==> src/inc/pfm_pkg.sv <==
`default_nettype none
package pfm_pkg;
  // register map: pad configuration registers start at this byte address
  localparam logic [11:0] PFM_PAD_BASE    = 12'h0000;
  // single status word (reads all pad levels back), after the config block
  localparam logic [11:0] PFM_STAT_BASE   = 12'h0800;
  localparam logic [11:0] PFM_WARM_OFF    = 12'h0FFC;
  // field positions in a pad configuration register
  localparam int PFM_SEL_LSB   = 0;
  localparam int PFM_SEL_W     = 4;
  localparam int PFM_PULLEN_BIT = 16;
  localparam int PFM_PULLUP_BIT = 17;
  localparam int PFM_DRVOFF_BIT = 18;
  // power-on pad states
  typedef enum logic [2:0] {
    PFM_RST_DRV0, PFM_RST_DRV1, PFM_RST_OFF, PFM_RST_PD, PFM_RST_PU
  } pfm_rst_state_t;
  // deselected input value codes
  localparam logic [1:0] PFM_DESEL_ZERO = 2'h0;
  localparam logic [1:0] PFM_DESEL_ONE  = 2'h1;
  localparam logic [1:0] PFM_DESEL_PIN  = 2'h2;
  // axi answers
  localparam logic [1:0] PFM_RESP_OKAY   = 2'h0;
  localparam logic [1:0] PFM_RESP_SLVERR = 2'h2;
  // warm-reset phase of the block
  typedef enum logic [1:0] {
    PFM_PH_POR, PFM_PH_HOLD, PFM_PH_RUN
  } pfm_phase_t;
endpackage
`default_nettype wire
==> src/hdl/pfm_cfg_mem.sv <==
`default_nettype none
// pad configuration storage, registered read port
module pfm_cfg_mem
  import pfm_pkg::*;
#(
  parameter int NPAD = 8,
  parameter int AW   = 3
) (
  // clock
  input  wire logic          aclk,
  // write port
  input  wire logic          wr_en,
  input  wire logic [AW-1:0] wr_idx,
  input  wire logic [31:0]   wr_data,
  // read port
  input  wire logic [AW-1:0] rd_idx,
  output logic      [31:0]   rd_data
);
  logic [31:0] mem_reg [NPAD];  // shadow copy of written words; bus readback uses the live fields

  // write side
  always_ff @(posedge aclk) begin
    if (wr_en) begin
      mem_reg[wr_idx] <= wr_data;
    end
  end

  // read data comes from a register, one cycle after the index
  always_ff @(posedge aclk) begin
    rd_data <= mem_reg[rd_idx];
  end
endmodule
`default_nettype wire

==> src/hdl/pfm_pad_mux.sv <==
// Register access over AXI4-Lite and the placing of the registers were chosen for this implementation.
`default_nettype none
// Functional notes
// - select zero routes the primary function
// - selects one to fifteen route alternates
// - warm reset release loads default selects
// - power-on reset holds documented pad state
// - after release pad may drive clock
// - unrouted peripheral input gets deselected value
// - driver off puts output buffer hi-z
// - software enables one pull at a time, pullup or pulldown by direction bit
module pfm_pad_mux
  import pfm_pkg::*;
#(
  parameter int NPAD = 8,            // number of pads
  parameter int NIN  = 8,            // number of peripheral inputs
  parameter int AW   = 3,            // pad index width
  parameter int IW   = 3,            // peripheral input index width
  // per pad function source table: 16 function outputs per pad,
  // each pad function k drives from peripheral output pad*16+k
  parameter logic [NPAD*3-1:0] POR_STATE = '0,
  parameter logic [NPAD*4-1:0] DEF_SEL   = '0,
  parameter logic [NPAD*3-1:0] REL_STATE = {NPAD{3'(PFM_RST_OFF)}},
  parameter logic [NPAD-1:0]   HAS_PULL  = '1,
  // peripheral input index each pad/function feeds, NIN means none
  parameter logic [NPAD*16*4-1:0] IN_MAP = '1,
  parameter logic [NIN*2-1:0]  DESEL_VAL = '0
) (
  // clock and reset
  input  wire logic                aclk,
  input  wire logic                aresetn,
  // power-on reset held active low, warm reset output active low
  input  wire logic                por_n,
  input  wire logic                warm_reset_output_signal_n,
  // toggling clock offered to pads in drive-clock state
  input  wire logic                pad_clk_src,
  // axi4-lite write address
  input  wire logic [11:0]         s_axi_awaddr,
  input  wire logic                s_axi_awvalid,
  output logic                     s_axi_awready,
  // axi4-lite write data
  input  wire logic [31:0]         s_axi_wdata,
  input  wire logic [3:0]          s_axi_wstrb,
  input  wire logic                s_axi_wvalid,
  output logic                     s_axi_wready,
  // axi4-lite write response
  output logic [1:0]               s_axi_bresp,
  output logic                     s_axi_bvalid,
  input  wire logic                s_axi_bready,
  // axi4-lite read address
  input  wire logic [11:0]         s_axi_araddr,
  input  wire logic                s_axi_arvalid,
  output logic                     s_axi_arready,
  // axi4-lite read data
  output logic [31:0]              s_axi_rdata,
  output logic [1:0]               s_axi_rresp,
  output logic                     s_axi_rvalid,
  input  wire logic                s_axi_rready,
  // peripheral side: 16 function outputs and enables per pad
  input  wire logic [NPAD*16-1:0]  func_out,
  input  wire logic [NPAD*16-1:0]  func_oe,
  // peripheral inputs after muxing
  output logic      [NIN-1:0]      periph_in,
  // pad side
  input  wire logic [NPAD-1:0]     pad_i,
  output logic      [NPAD-1:0]     pad_o,
  output logic      [NPAD-1:0]     pad_oe,
  output logic      [NPAD-1:0]     pad_pu_en,
  output logic      [NPAD-1:0]     pad_pd_en
);
  // per pad fields
  logic [3:0]  sel_reg    [NPAD];   // function select
  logic [NPAD-1:0] pullen_reg;      // pull enable
  logic [NPAD-1:0] pullup_reg;      // pull direction, 1 = up
  logic [NPAD-1:0] drvoff_reg;      // driver off
  logic [NPAD-1:0] clkdrv_reg;      // pad drives the clock source
  pfm_phase_t  phase_reg;
  logic        warm_q_reg;          // last warm reset level

  // bus state
  logic        aw_hold_reg;
  logic        w_hold_reg;
  logic [11:0] awaddr_reg;
  logic [31:0] wdata_reg;
  logic [3:0]  wstrb_reg;
  logic        rd_pend_reg;          // mem read in flight
  logic [11:0] araddr_reg;
  logic [31:0] mem_rd;
  logic        wr_go;
  logic        wr_hit;
  logic [AW-1:0] wr_pad;
  logic [31:0] merged;

  // pad index decode, shared by read and write
  function automatic logic [AW-1:0] pad_of(input logic [11:0] a);
    return a[AW+1:2];
  endfunction
  function automatic logic in_pads(input logic [11:0] a,
                                   input logic [11:0] b);
    return (a >= b) && (a < b + 12'(NPAD*4)) && (a[1:0] == 2'b00);
  endfunction

  // write issues once both address and data are held
  assign wr_go  = aw_hold_reg && w_hold_reg && !s_axi_bvalid;
  assign wr_hit = in_pads(awaddr_reg, PFM_PAD_BASE) && phase_reg == PFM_PH_RUN;
  assign wr_pad = pad_of(awaddr_reg);

  // byte-lane merge of the new word over the current fields
  always_comb begin
    merged = {13'h0000, drvoff_reg[wr_pad], pullup_reg[wr_pad],
              pullen_reg[wr_pad], 12'h000, sel_reg[wr_pad]};
    for (int b = 0; b < 4; b++) begin
      if (wstrb_reg[b]) begin
        merged[b*8 +: 8] = wdata_reg[b*8 +: 8];
      end
    end
  end

  // write channel capture, either order accepted
  always_ff @(posedge aclk) begin
    if (!aresetn) begin
      aw_hold_reg   <= 1'b0;
      w_hold_reg    <= 1'b0;
      s_axi_awready <= 1'b0;
      s_axi_wready  <= 1'b0;
      awaddr_reg    <= 12'h000;
      wdata_reg     <= 32'h0000_0000;
      wstrb_reg     <= 4'h0;
    end else begin
      s_axi_awready <= !aw_hold_reg && !s_axi_awready && s_axi_awvalid;
      s_axi_wready  <= !w_hold_reg && !s_axi_wready && s_axi_wvalid;
      if (s_axi_awvalid && s_axi_awready) begin
        aw_hold_reg <= 1'b1;
        awaddr_reg  <= s_axi_awaddr;
      end
      if (s_axi_wvalid && s_axi_wready) begin
        w_hold_reg <= 1'b1;
        wdata_reg  <= s_axi_wdata;
        wstrb_reg  <= s_axi_wstrb;
      end
      if (wr_go) begin
        aw_hold_reg <= 1'b0;
        w_hold_reg  <= 1'b0;
      end
    end
  end

  // write response; slverr for unmapped or writes during reset
  always_ff @(posedge aclk) begin
    if (!aresetn) begin
      s_axi_bvalid <= 1'b0;
      s_axi_bresp  <= PFM_RESP_OKAY;
    end else if (wr_go) begin
      s_axi_bvalid <= 1'b1;
      s_axi_bresp  <= wr_hit ? PFM_RESP_OKAY : PFM_RESP_SLVERR;
    end else if (s_axi_bready) begin
      s_axi_bvalid <= 1'b0;
    end
  end

  // track warm reset edges and phase
  always_ff @(posedge aclk) begin
    if (!aresetn) begin
      phase_reg  <= PFM_PH_POR;
      warm_q_reg <= 1'b0;
    end else begin
      warm_q_reg <= warm_reset_output_signal_n;
      case (phase_reg)
        PFM_PH_POR:  if (por_n) phase_reg <= PFM_PH_HOLD;
        PFM_PH_HOLD: begin
          // a new power-on reset wins over a pending warm release
          if (!por_n) begin
            phase_reg <= PFM_PH_POR;
          end else if (warm_reset_output_signal_n) begin
            phase_reg <= PFM_PH_RUN;
          end
        end
        PFM_PH_RUN: begin
          if (!por_n) begin
            phase_reg <= PFM_PH_POR;
          end else if (!warm_reset_output_signal_n) begin
            phase_reg <= PFM_PH_HOLD;
          end
        end
        default: phase_reg <= PFM_PH_POR;
      endcase
    end
  end

  // pad fields: defaults on warm release, software writes afterwards
  always_ff @(posedge aclk) begin
    if (!aresetn) begin
      for (int p = 0; p < NPAD; p++) begin
        sel_reg[p] <= 4'h0;
      end
      pullen_reg <= '0;
      pullup_reg <= '0;
      drvoff_reg <= '1;
      clkdrv_reg <= '0;
    end else if (phase_reg == PFM_PH_HOLD && warm_reset_output_signal_n
                 && por_n) begin
      for (int p = 0; p < NPAD; p++) begin
        sel_reg[p] <= DEF_SEL[p*4 +: 4];
        case (pfm_rst_state_t'(REL_STATE[p*3 +: 3]))
          PFM_RST_PD, PFM_RST_PU: begin
            pullen_reg[p] <= HAS_PULL[p];
            pullup_reg[p] <= REL_STATE[p*3 +: 3] == 3'(PFM_RST_PU);
            drvoff_reg[p] <= 1'b1;
            clkdrv_reg[p] <= 1'b0;
          end
          PFM_RST_OFF: begin
            pullen_reg[p] <= 1'b0;
            pullup_reg[p] <= 1'b0;
            drvoff_reg[p] <= 1'b1;
            clkdrv_reg[p] <= 1'b0;
          end
          default: begin
            // drive 0/1 follows the function; codes 5+ drive the clock
            pullen_reg[p] <= 1'b0;
            pullup_reg[p] <= 1'b0;
            drvoff_reg[p] <= 1'b0;
            clkdrv_reg[p] <= REL_STATE[p*3 +: 3] > 3'(PFM_RST_PU);
          end
        endcase
      end
    end else if (wr_go && wr_hit) begin
      sel_reg[wr_pad]    <= merged[PFM_SEL_LSB +: PFM_SEL_W];
      // pulls only exist where the pad has resistors
      pullen_reg[wr_pad] <= merged[PFM_PULLEN_BIT]
                            && HAS_PULL[wr_pad];
      pullup_reg[wr_pad] <= merged[PFM_PULLUP_BIT];
      drvoff_reg[wr_pad] <= merged[PFM_DRVOFF_BIT];
      clkdrv_reg[wr_pad] <= 1'b0;
    end
  end

  // read channel: mem index first, data one cycle later
  pfm_cfg_mem #(.NPAD(NPAD), .AW(AW)) u_mem (
    .aclk    (aclk),
    .wr_en   (wr_go && wr_hit),
    .wr_idx  (wr_pad),
    .wr_data (merged),
    .rd_idx  (pad_of(s_axi_araddr)),
    .rd_data (mem_rd)
  );

  always_ff @(posedge aclk) begin
    if (!aresetn) begin
      s_axi_arready <= 1'b0;
      s_axi_rvalid  <= 1'b0;
      s_axi_rdata   <= 32'h0000_0000;
      s_axi_rresp   <= PFM_RESP_OKAY;
      rd_pend_reg   <= 1'b0;
      araddr_reg    <= 12'h000;
    end else begin
      s_axi_arready <= !s_axi_arready && !rd_pend_reg && !s_axi_rvalid
                       && s_axi_arvalid;
      if (s_axi_arvalid && s_axi_arready) begin
        rd_pend_reg <= 1'b1;
        araddr_reg  <= s_axi_araddr;
      end
      if (rd_pend_reg) begin
        rd_pend_reg  <= 1'b0;
        s_axi_rvalid <= 1'b1;
        s_axi_rresp  <= PFM_RESP_OKAY;
        // live fields shown, so defaults loaded at release read back
        if (in_pads(araddr_reg, PFM_PAD_BASE)) begin
          s_axi_rdata <= {13'h0000, drvoff_reg[pad_of(araddr_reg)],
                          pullup_reg[pad_of(araddr_reg)],
                          pullen_reg[pad_of(araddr_reg)], 12'h000,
                          sel_reg[pad_of(araddr_reg)]};
        end else if (araddr_reg == PFM_STAT_BASE) begin
          s_axi_rdata <= 32'(pad_i);
        end else if (araddr_reg == PFM_WARM_OFF) begin
          s_axi_rdata <= 32'(phase_reg);
        end else begin
          s_axi_rdata <= 32'h0000_0000;
          s_axi_rresp <= PFM_RESP_SLVERR;
        end
      end else if (s_axi_rready) begin
        s_axi_rvalid <= 1'b0;
      end
    end
  end

  // pad drivers
  always_ff @(posedge aclk) begin
    if (!aresetn || phase_reg == PFM_PH_POR) begin
      for (int p = 0; p < NPAD; p++) begin
        // power-on state per pad
        case (pfm_rst_state_t'(POR_STATE[p*3 +: 3]))
          PFM_RST_DRV0: begin pad_o[p] <= 1'b0; pad_oe[p] <= 1'b1; end
          PFM_RST_DRV1: begin pad_o[p] <= 1'b1; pad_oe[p] <= 1'b1; end
          default:      begin pad_o[p] <= 1'b0; pad_oe[p] <= 1'b0; end
        endcase
        pad_pd_en[p] <= POR_STATE[p*3 +: 3] == 3'(PFM_RST_PD);
        pad_pu_en[p] <= POR_STATE[p*3 +: 3] == 3'(PFM_RST_PU);
      end
    end else begin
      for (int p = 0; p < NPAD; p++) begin
        if (clkdrv_reg[p]) begin
          pad_o[p]  <= pad_clk_src;
          pad_oe[p] <= 1'b1;
        end else begin
          // select 0 is primary, 1..15 alternates, same table
          pad_o[p]  <= func_out[p*16 + int'(sel_reg[p])];
          pad_oe[p] <= func_oe[p*16 + int'(sel_reg[p])]
                       && !drvoff_reg[p];
        end
        pad_pu_en[p] <= pullen_reg[p] && pullup_reg[p] && !clkdrv_reg[p];
        pad_pd_en[p] <= pullen_reg[p] && !pullup_reg[p] && !clkdrv_reg[p];
      end
    end
  end

  // peripheral inputs: selected pad, else deselected value
  always_ff @(posedge aclk) begin
    if (!aresetn) begin
      periph_in <= '0;
    end else begin
      for (int i = 0; i < NIN; i++) begin
        // deselected default
        case (DESEL_VAL[i*2 +: 2])
          PFM_DESEL_ONE: periph_in[i] <= 1'b1;
          PFM_DESEL_PIN: periph_in[i] <= 1'b0;
          default:      periph_in[i] <= 1'b0;
        endcase
        // a routed pad overrides; two routed pads is software error
        for (int p = 0; p < NPAD; p++) begin
          if (IN_MAP[(p*16 + int'(sel_reg[p]))*4 +: 4] == 4'(i)) begin
            periph_in[i] <= pad_i[p];
          end
        end
      end
    end
  end
endmodule
`default_nettype wire

==> config.mk <==
export PLATFORM = sky130hd
export DESIGN_NAME = pfm_pad_mux
export DESIGN_NICKNAME = d
export VERILOG_FILES = /design/src/inc/pfm_pkg.sv /design/src/hdl/pfm_cfg_mem.sv /design/src/hdl/pfm_pad_mux.sv
export SDC_FILE = /design/constraint.sdc
export NUM_CORES = 1
export LEC_CHECK = 0
export BUFFER_PORTS_ARGS = -buffer_cell sky130_fd_sc_hd__buf_4
export CAP_MARGIN = 20
export CORE_AREA = 2 2 163 165
export DETAILED_ROUTE_END_ITERATION = 10
export DIE_AREA = 0 0 165 167
export GPL_ROUTABILITY_DRIVEN = 0
export PLACE_DENSITY_LB_ADDON = 0.05
export SYNTH_ARGS = -nofsm -noshare
export SYNTH_HDL_FRONTEND = slang
export SYNTH_HIERARCHICAL = 1
export SYNTH_SLANG_ARGS = --single-unit
export TNS_END_PERCENT = 20
==> constraint.sdc <==
create_clock -name aclk -period 2.2 [get_ports aclk]
set_clock_uncertainty 0.15 [all_clocks]
set_input_delay 0.44 -clock aclk [delete_from_list [all_inputs] [get_ports aclk]]
set_output_delay 0.44 -clock aclk [all_outputs]
set_load 0.01 [all_outputs]
==> qor.txt, run 1 <==
CP Data Required Time -> 2.36 ns
GRT Residual Overflow -> 0
Setup Total Neg Slack -> 0 ns
sw frac -> 24.03%
critical path type -> register to register
maximum operating frequency -> 0.4750 GHz
synthesized area per cell -> 10.78 um2
CTS Buffer Depth -> 2
vias per cell -> 4.879
Synth warnings -> 6
CP peak stage delay -> 0.57 ns
dpl hpwl -> 23850 um
final WL -> 29020 um
Cells after Synth -> 774
Max VDD drop -> 0.0005116 V
CP Buf/Inv Count -> 0
mapped cell area -> 0.008343 mm2
Final period util -> 95.70%
unrepaired setup endpoints after global routing -> true
Post-synth EDFFs -> 32
DP Area -> 0.01156 mm2
Detail Route Antenna Nets -> 0
Slew Viols, Final -> 0
Final setup viols -> 0
top_reg_cell synth -> dfxtp_1
Clock Sinks -> 155
postcts setup bufs -> 0
routed via count -> 7304
max cap viols -> 0
GRT Total Usage -> 20.47%
Critical Path Sink Type -> register
Routed WL per cell -> 19.39 um
initial antenna violation count -> 2
most common cell in the netlist -> dfxtp_1
Pwr Density -> 581.2 mW/mm2
cell family with most CP delay -> multiplexers
clock share of power -> 40.7%
asr flop ratio synth -> 0%
port bufs -> 356
Final Hold Fails -> 0
Cell Count, Final, Fillers Out -> 1497
Final Instance Area -> 0.01217 mm2
sequential power share -> 43.3%
Syn-to-layout area delta -> 45.89%
Clock Latency Late Sink -> 0.43 ns
fin nets -> 1481
clk slew on worst S/H paths -> 0.07 ns
Hold Crit Class -> primary input to register
Logic pwr share -> 16.0%
Yosys top cell area share -> 29.51%
CP Cell Sequence -> mux4_2, mux4_2, mux2i_1, nor2_1
Slew HR -> 60.98%
Pleak -> 5.006 nW
CP max-delay cell -> mux4_2
number of global-route vias before repair -> 7250
worst-path fanout max -> 6
layout cells sized above 1 -> 48.10%
CP arrival -> 2.26 ns
iteration-0 DRC count of the detailed router -> 371
first-pass GRT wire length -> 42610 um
DR pass1 iterations -> 4
synth unique cells -> 45
IO Pins -> 415
total CTS buffers -> 17
Die Wd -> 165 um
#FFs+latches synth -> 155
root buffer cell -> clkbuf_16
max FFs per register -> 32
CTS tree -> yes
core region area -> 0.02576 mm2
switching pwr -> 0.001700 W
# H-tree levels -> 4
outcome -> finished, final reports clean
die area -> 0.02756 mm2
Core Rows -> 59
# DRC -> 0
Synth area leaders -> dfxtp_1 (30%), mux4_2 (23%), edfxtp_1 (12%), nand2_1 (4.2%), a21boi_0 (3.4%)
post-synth top area cell -> dfxtp_1
crit start category -> register
Worst path most repeated cell -> mux4_2
P_int -> 0.005375 W
placed insts -> 1463
Post-synth top cells -> dfxtp_1 (123), nand2_1 (93), mux4_2 (86), nor2_1 (75), clkbuf_1 (53)
Final min period -> 2.105 ns
starting density of the core -> 32.38%
sequential-to-total area share from yosys stat -> 41.03%
Die Y -> 167 um
Worst-Margin Slew -> 0.5837 ns
maximum number of pins on one net before global-route repair -> 30
==> cells in the final DEF (no fill, tap or decap), types with 5 or more instances in the layout <==
cell type	instances
buf_4	411
dfxtp_1	123
nand2_1	93
mux4_2	86
nor2_1	75
a21boi_0	38
nand3_1	32
o21ai_0	32
edfxtp_1	32
conb_1	31
mux2i_1	25
a21oi_1	22
and3_1	18
clkbuf_16	17
mux2_2	16
nand2b_1	9
o31ai_1	8
o21ai_1	7
nor2b_1	7
and2_1	6
nand4_1	5
clkinvlp_4	5
==> cell families (layout without fill, tap and decap cells) <==
kind of cell             Yosys count  count (layout)  synth area share [%]
AO/OA/AOI/OAI                    128             128                 9.658
flip-flops                       155             155                 41.03
buffers and inverters             96             452                 5.789
other                              1              33               0.04495
AND/OR/NAND/NOR                  265             265                 14.86
adder cells (fa/ha/maj)            1               1                0.1200
multiplexers                     128             128                 28.49
==> stage by stage <==
| step | worst slack (ns) | power [W] | util (%) | hold slack, ns |
|---|---|---|---|---|
| final | 0.09469 | 0.007075 | 47.24 | 0.1076 |
| after global routing | -0.03295 | 0.007344 | 47.24 | 0.09398 |
| after CTS | 0.002619 | 0.007134 | 47.10 | 0.09209 |
| after detailed placement | -0.04041 | 0.004256 | 44.86 | 0.2971 |
| after global placement | -0.02362 | 0.004246 | 44.86 | 0.2956 |
| after floorplan | -0.1284 | 0.003641 | - | 0.2711 |
==> area by class of cell <==
cell class	count	area, um2
multi-input cells	553	4574
diodes	2	5.005
clock buffers	18	429.2
flip-flops and latches	155	3423
fillers	2464	13590
clock inverters	14	146.4
well taps	335	419.2
inverters	4	15.01
repair buffers	416	3159
==> worst register-to-register path, stage by stage, from the launching register on <==
cell and delay (ns):
edfxtp_1 0.53, mux4_2 0.57, mux4_2 0.53, mux2i_1 0.15, nor2_1 0.05
==> worst paths after layout <==
kind	startpoint	end	slack, ns	cells past startpoint
setup / recovery	sel_reg[7][1]	pad_o[7]	0.09	4
hold / removal	por_n	phase_reg[0]	0.11	3
setup reg to reg	sel_reg[7][1]	pad_o[7]	0.09	4
hold reg to reg	s_axi_rdata[18]	s_axi_rdata[18]	0.30	2
==> routing by layer <==
metal  vias to the layer above  wire (um)  share of wire [%]  track usage, %
met4                         0        432                1.5           5.633
met5                         -          0                  0               0
met1                      3487      11920                 41           25.84
li1                       3550          -                  -               -
met3                        31       1938                6.7           4.134
met2                       236      14730                 51           35.34
==> power groups by stage <==
stage / clock [W] / combinational, W / sequential, W
global route: 0.00305 / 0.00122 / 0.00308
detailed placement: 0 / 0.00112 / 0.00313
finish: 0.00288 / 0.00113 / 0.00307
floorplan: 0 / 0.000574 / 0.00307
global placement: 0 / 0.00112 / 0.00313
CTS: 0.00294 / 0.00113 / 0.00307
==> timing repair <==
action | in CTS | in global routing
endpoints found under the setup margin | 1 | 16
pin swaps | 0 | 2
resized for setup | 1 | 10
hold buffers | 0 | 0
(Power assumes the default switching activity.)
==> run 2, diff against run 1 <==
--- a/config.mk
+++ b/config.mk
@@ -11,7 +11,6 @@
 export DETAILED_ROUTE_END_ITERATION = 10
 export DIE_AREA = 0 0 165 167
 export GPL_ROUTABILITY_DRIVEN = 0
-export PLACE_DENSITY_LB_ADDON = 0.05
 export SYNTH_ARGS = -nofsm -noshare
 export SYNTH_HDL_FRONTEND = slang
 export SYNTH_HIERARCHICAL = 1
==> qor.txt, run 2 (synthesis results as in run 1) <==
area taken by multi-input logic gates -> 0.004554 mm2 (was 0.004574 mm2)
Setup Total Neg Slack -> 0 ns (unchanged)
final WL -> 28820 um (was 29020 um)
core region area -> 0.02576 mm2 (unchanged)
Routed WL per cell -> 19.36 um (was 19.39 um)
layout cells sized above 1 -> 47.75% (was 48.10%)
unrepaired setup endpoints after global routing -> false (was true)
CP Data Required Time -> 2.19 ns (was 2.36 ns)
total CTS buffers -> 17 (unchanged)
Final min period -> 2.090 ns (was 2.105 ns)
Cell Count, Final, Fillers Out -> 1489 (was 1497)
starting density of the core -> 32.38% (unchanged)
sw frac -> 24.64% (was 24.03%)
max cap viols -> 0 (unchanged)
Final period util -> 95.02% (was 95.70%)
maximum operating frequency -> 0.4784 GHz (was 0.4750 GHz)
most frequent cells in the layout -> buf_4 (406), dfxtp_1 (122), nand2_1 (93), mux4_2 (86), nor2_1 (75) (was buf_4 (411), dfxtp_1 (123), nand2_1 (93), mux4_2 (86), nor2_1 (75))
Storage cell area -> 0.003425 mm2 (was 0.003423 mm2)
Logic pwr share -> 15.9% (was 16.0%)
clock share of power -> 41.0% (was 40.7%)
clk slew on worst S/H paths -> 0.06 ns (was 0.07 ns)
# H-tree levels -> 4 (unchanged)
fillers -> 2427 (was 2464)
maximum number of pins on one net before global-route repair -> 36 (was 30)
fin nets -> 1475 (was 1481)
Die Wd -> 165 um (unchanged)
critical path type -> register to register (unchanged)
Die Y -> 167 um (unchanged)
first-pass GRT wire length -> 42640 um (was 42610 um)
CP peak stage delay -> 0.57 ns (about the same)
max FFs per register -> 32 (unchanged)
GRT Residual Overflow -> 0 (unchanged)
CP Cell Sequence -> or4_1, nor3_4, buf_12, nand3_1, o21ai_0, buf_4 (was mux4_2, mux4_2, mux2i_1, nor2_1)
Hold Crit Class -> primary input to register (unchanged)
CTS Buffer Depth -> 2 (unchanged)
sequential power share -> 43.1% (was 43.3%)
port bufs -> 356 (unchanged)
Pwr Density -> 586.3 mW/mm2 (was 581.2 mW/mm2)
GRT Total Usage -> 20.58% (was 20.47%)
Pleak -> 5.000 nW (was 5.006 nW)
Syn-to-layout area delta -> 45.34% (was 45.89%)
Slew HR -> 55.26% (was 60.98%)
root buffer cell -> clkbuf_16 (unchanged)
crit start category -> register (unchanged)
placed insts -> 1455 (was 1463)
Max VDD drop -> 0.0005054 V (was 0.0005116 V)
number of global-route vias before repair -> 7463 (was 7250)
commonest non-fill, non-tap cell in the layout -> buf_4 (unchanged)
initial antenna violation count -> 0 (was 2)
Worst-Margin Slew -> 0.6697 ns (was 0.5837 ns)
P_int -> 0.005358 W (was 0.005375 W)
Ant. Diodes -> 0 (was 2)
Post-CTS Hold Buffers -> 0 (unchanged)
Core Rows -> 59 (unchanged)
Slew Viols, Final -> 0 (unchanged)
worst-path fanout max -> 9 (was 6)
CP max-delay cell -> or4_1 (was mux4_2)
Clock Sinks -> 155 (unchanged)
IO Pins -> 415 (unchanged)
Final setup viols -> 0 (unchanged)
Detail Route Antenna Nets -> 0 (unchanged)
Final Hold Fails -> 0 (unchanged)
outcome -> finished, final reports clean (unchanged)
DR pass1 iterations -> 5 (was 4)
vias per cell -> 5.024 (was 4.879)
iteration-0 DRC count of the detailed router -> 464 (was 371)
die area -> 0.02756 mm2 (unchanged)
routed via count -> 7480 (was 7304)
# DRC -> 0 (unchanged)
Clock Latency Late Sink -> 0.42 ns (was 0.43 ns)
switching pwr -> 0.001752 W (was 0.001700 W)
CTS tree -> yes (unchanged)
Hold Slack -> 0.1122 ns (was 0.1076 ns)
Critical Path Sink Type -> register (unchanged)
dpl hpwl -> 23820 um (was 23850 um)
CP arrival -> 2.08 ns (was 2.26 ns)
-- run 2: path summary, 6_finish.rpt --
kind,startpoint,end,slack [ns],cells past startpoint
worst min-delay path,por_n,phase_reg[0],0.11,3
worst max register to register,awaddr_reg[8],sel_reg[6][3],0.11,6
worst min register to register,s_axi_rdata[17],s_axi_rdata[17],0.31,2
worst max-delay path,awaddr_reg[8],sel_reg[6][3],0.11,6
-- run 2: area by class of cell --
cell class	instances	share of cell area [%]
Clock buffer	19	3.746
Clock inverter	13	1.073
Inverter	4	0.1238
Multi-Input combinational cell	553	37.56
Sequential cell	155	28.24
Tap cell	335	3.457
Timing Repair Buffer	410	25.80
-- run 2: metrics by stage --
step	power [W]	cell area, um2	utilization (%)	setup slack, ns
3_5_place_dp	0.004265	11520	44.73	0.01092
2_1_floorplan	0.003641	8459	-	-0.1284
3_3_place_gp	0.004249	11520	44.73	0.04787
5_1_grt	0.007397	12130	47.06	0.01273
6_report	0.007109	12130	47.06	0.1097
4_1_cts	0.007170	12110	47.00	0.002501
-- run 2: timing repair --
item | in CTS | in global routing
setup endpoints to repair | 0 | 13
buffers inserted | 0 | 2
gates resized for setup | 0 | 3
-- run 2: routing by layer --
metal | share of wire, % | routed length, um | vias up | track usage, %
li1 | - | - | 3544 | -
met1 | 41 | 11900 | 3569 | 26.25
met2 | 49 | 14190 | 334 | 34.60
met3 | 7.5 | 2171 | 33 | 5.031
met4 | 1.9 | 556 | 0 | 5.671
met5 | 0 | 0 | - | 0
-- run 2: power groups by stage --
stage	Sequential [W]	Clock, W	Combinational [W]
CTS	0.00307	0.00296	0.00114
global placement	0.00313	0	0.00112
floorplan	0.00307	0	0.000574
detailed placement	0.00313	0	0.00113
finish	0.00306	0.00291	0.00113
global route	0.00307	0.00310	0.00122
-- run 2: worst max-delay path: cells and delay by family (launching register included) --
kind	cells	cell delay [ns]
buffers and inverters	2	0.32
AO/OA/AOI/OAI	1	0.20
AND/OR/NAND/NOR	3	0.83
flip-flops	1	0.31
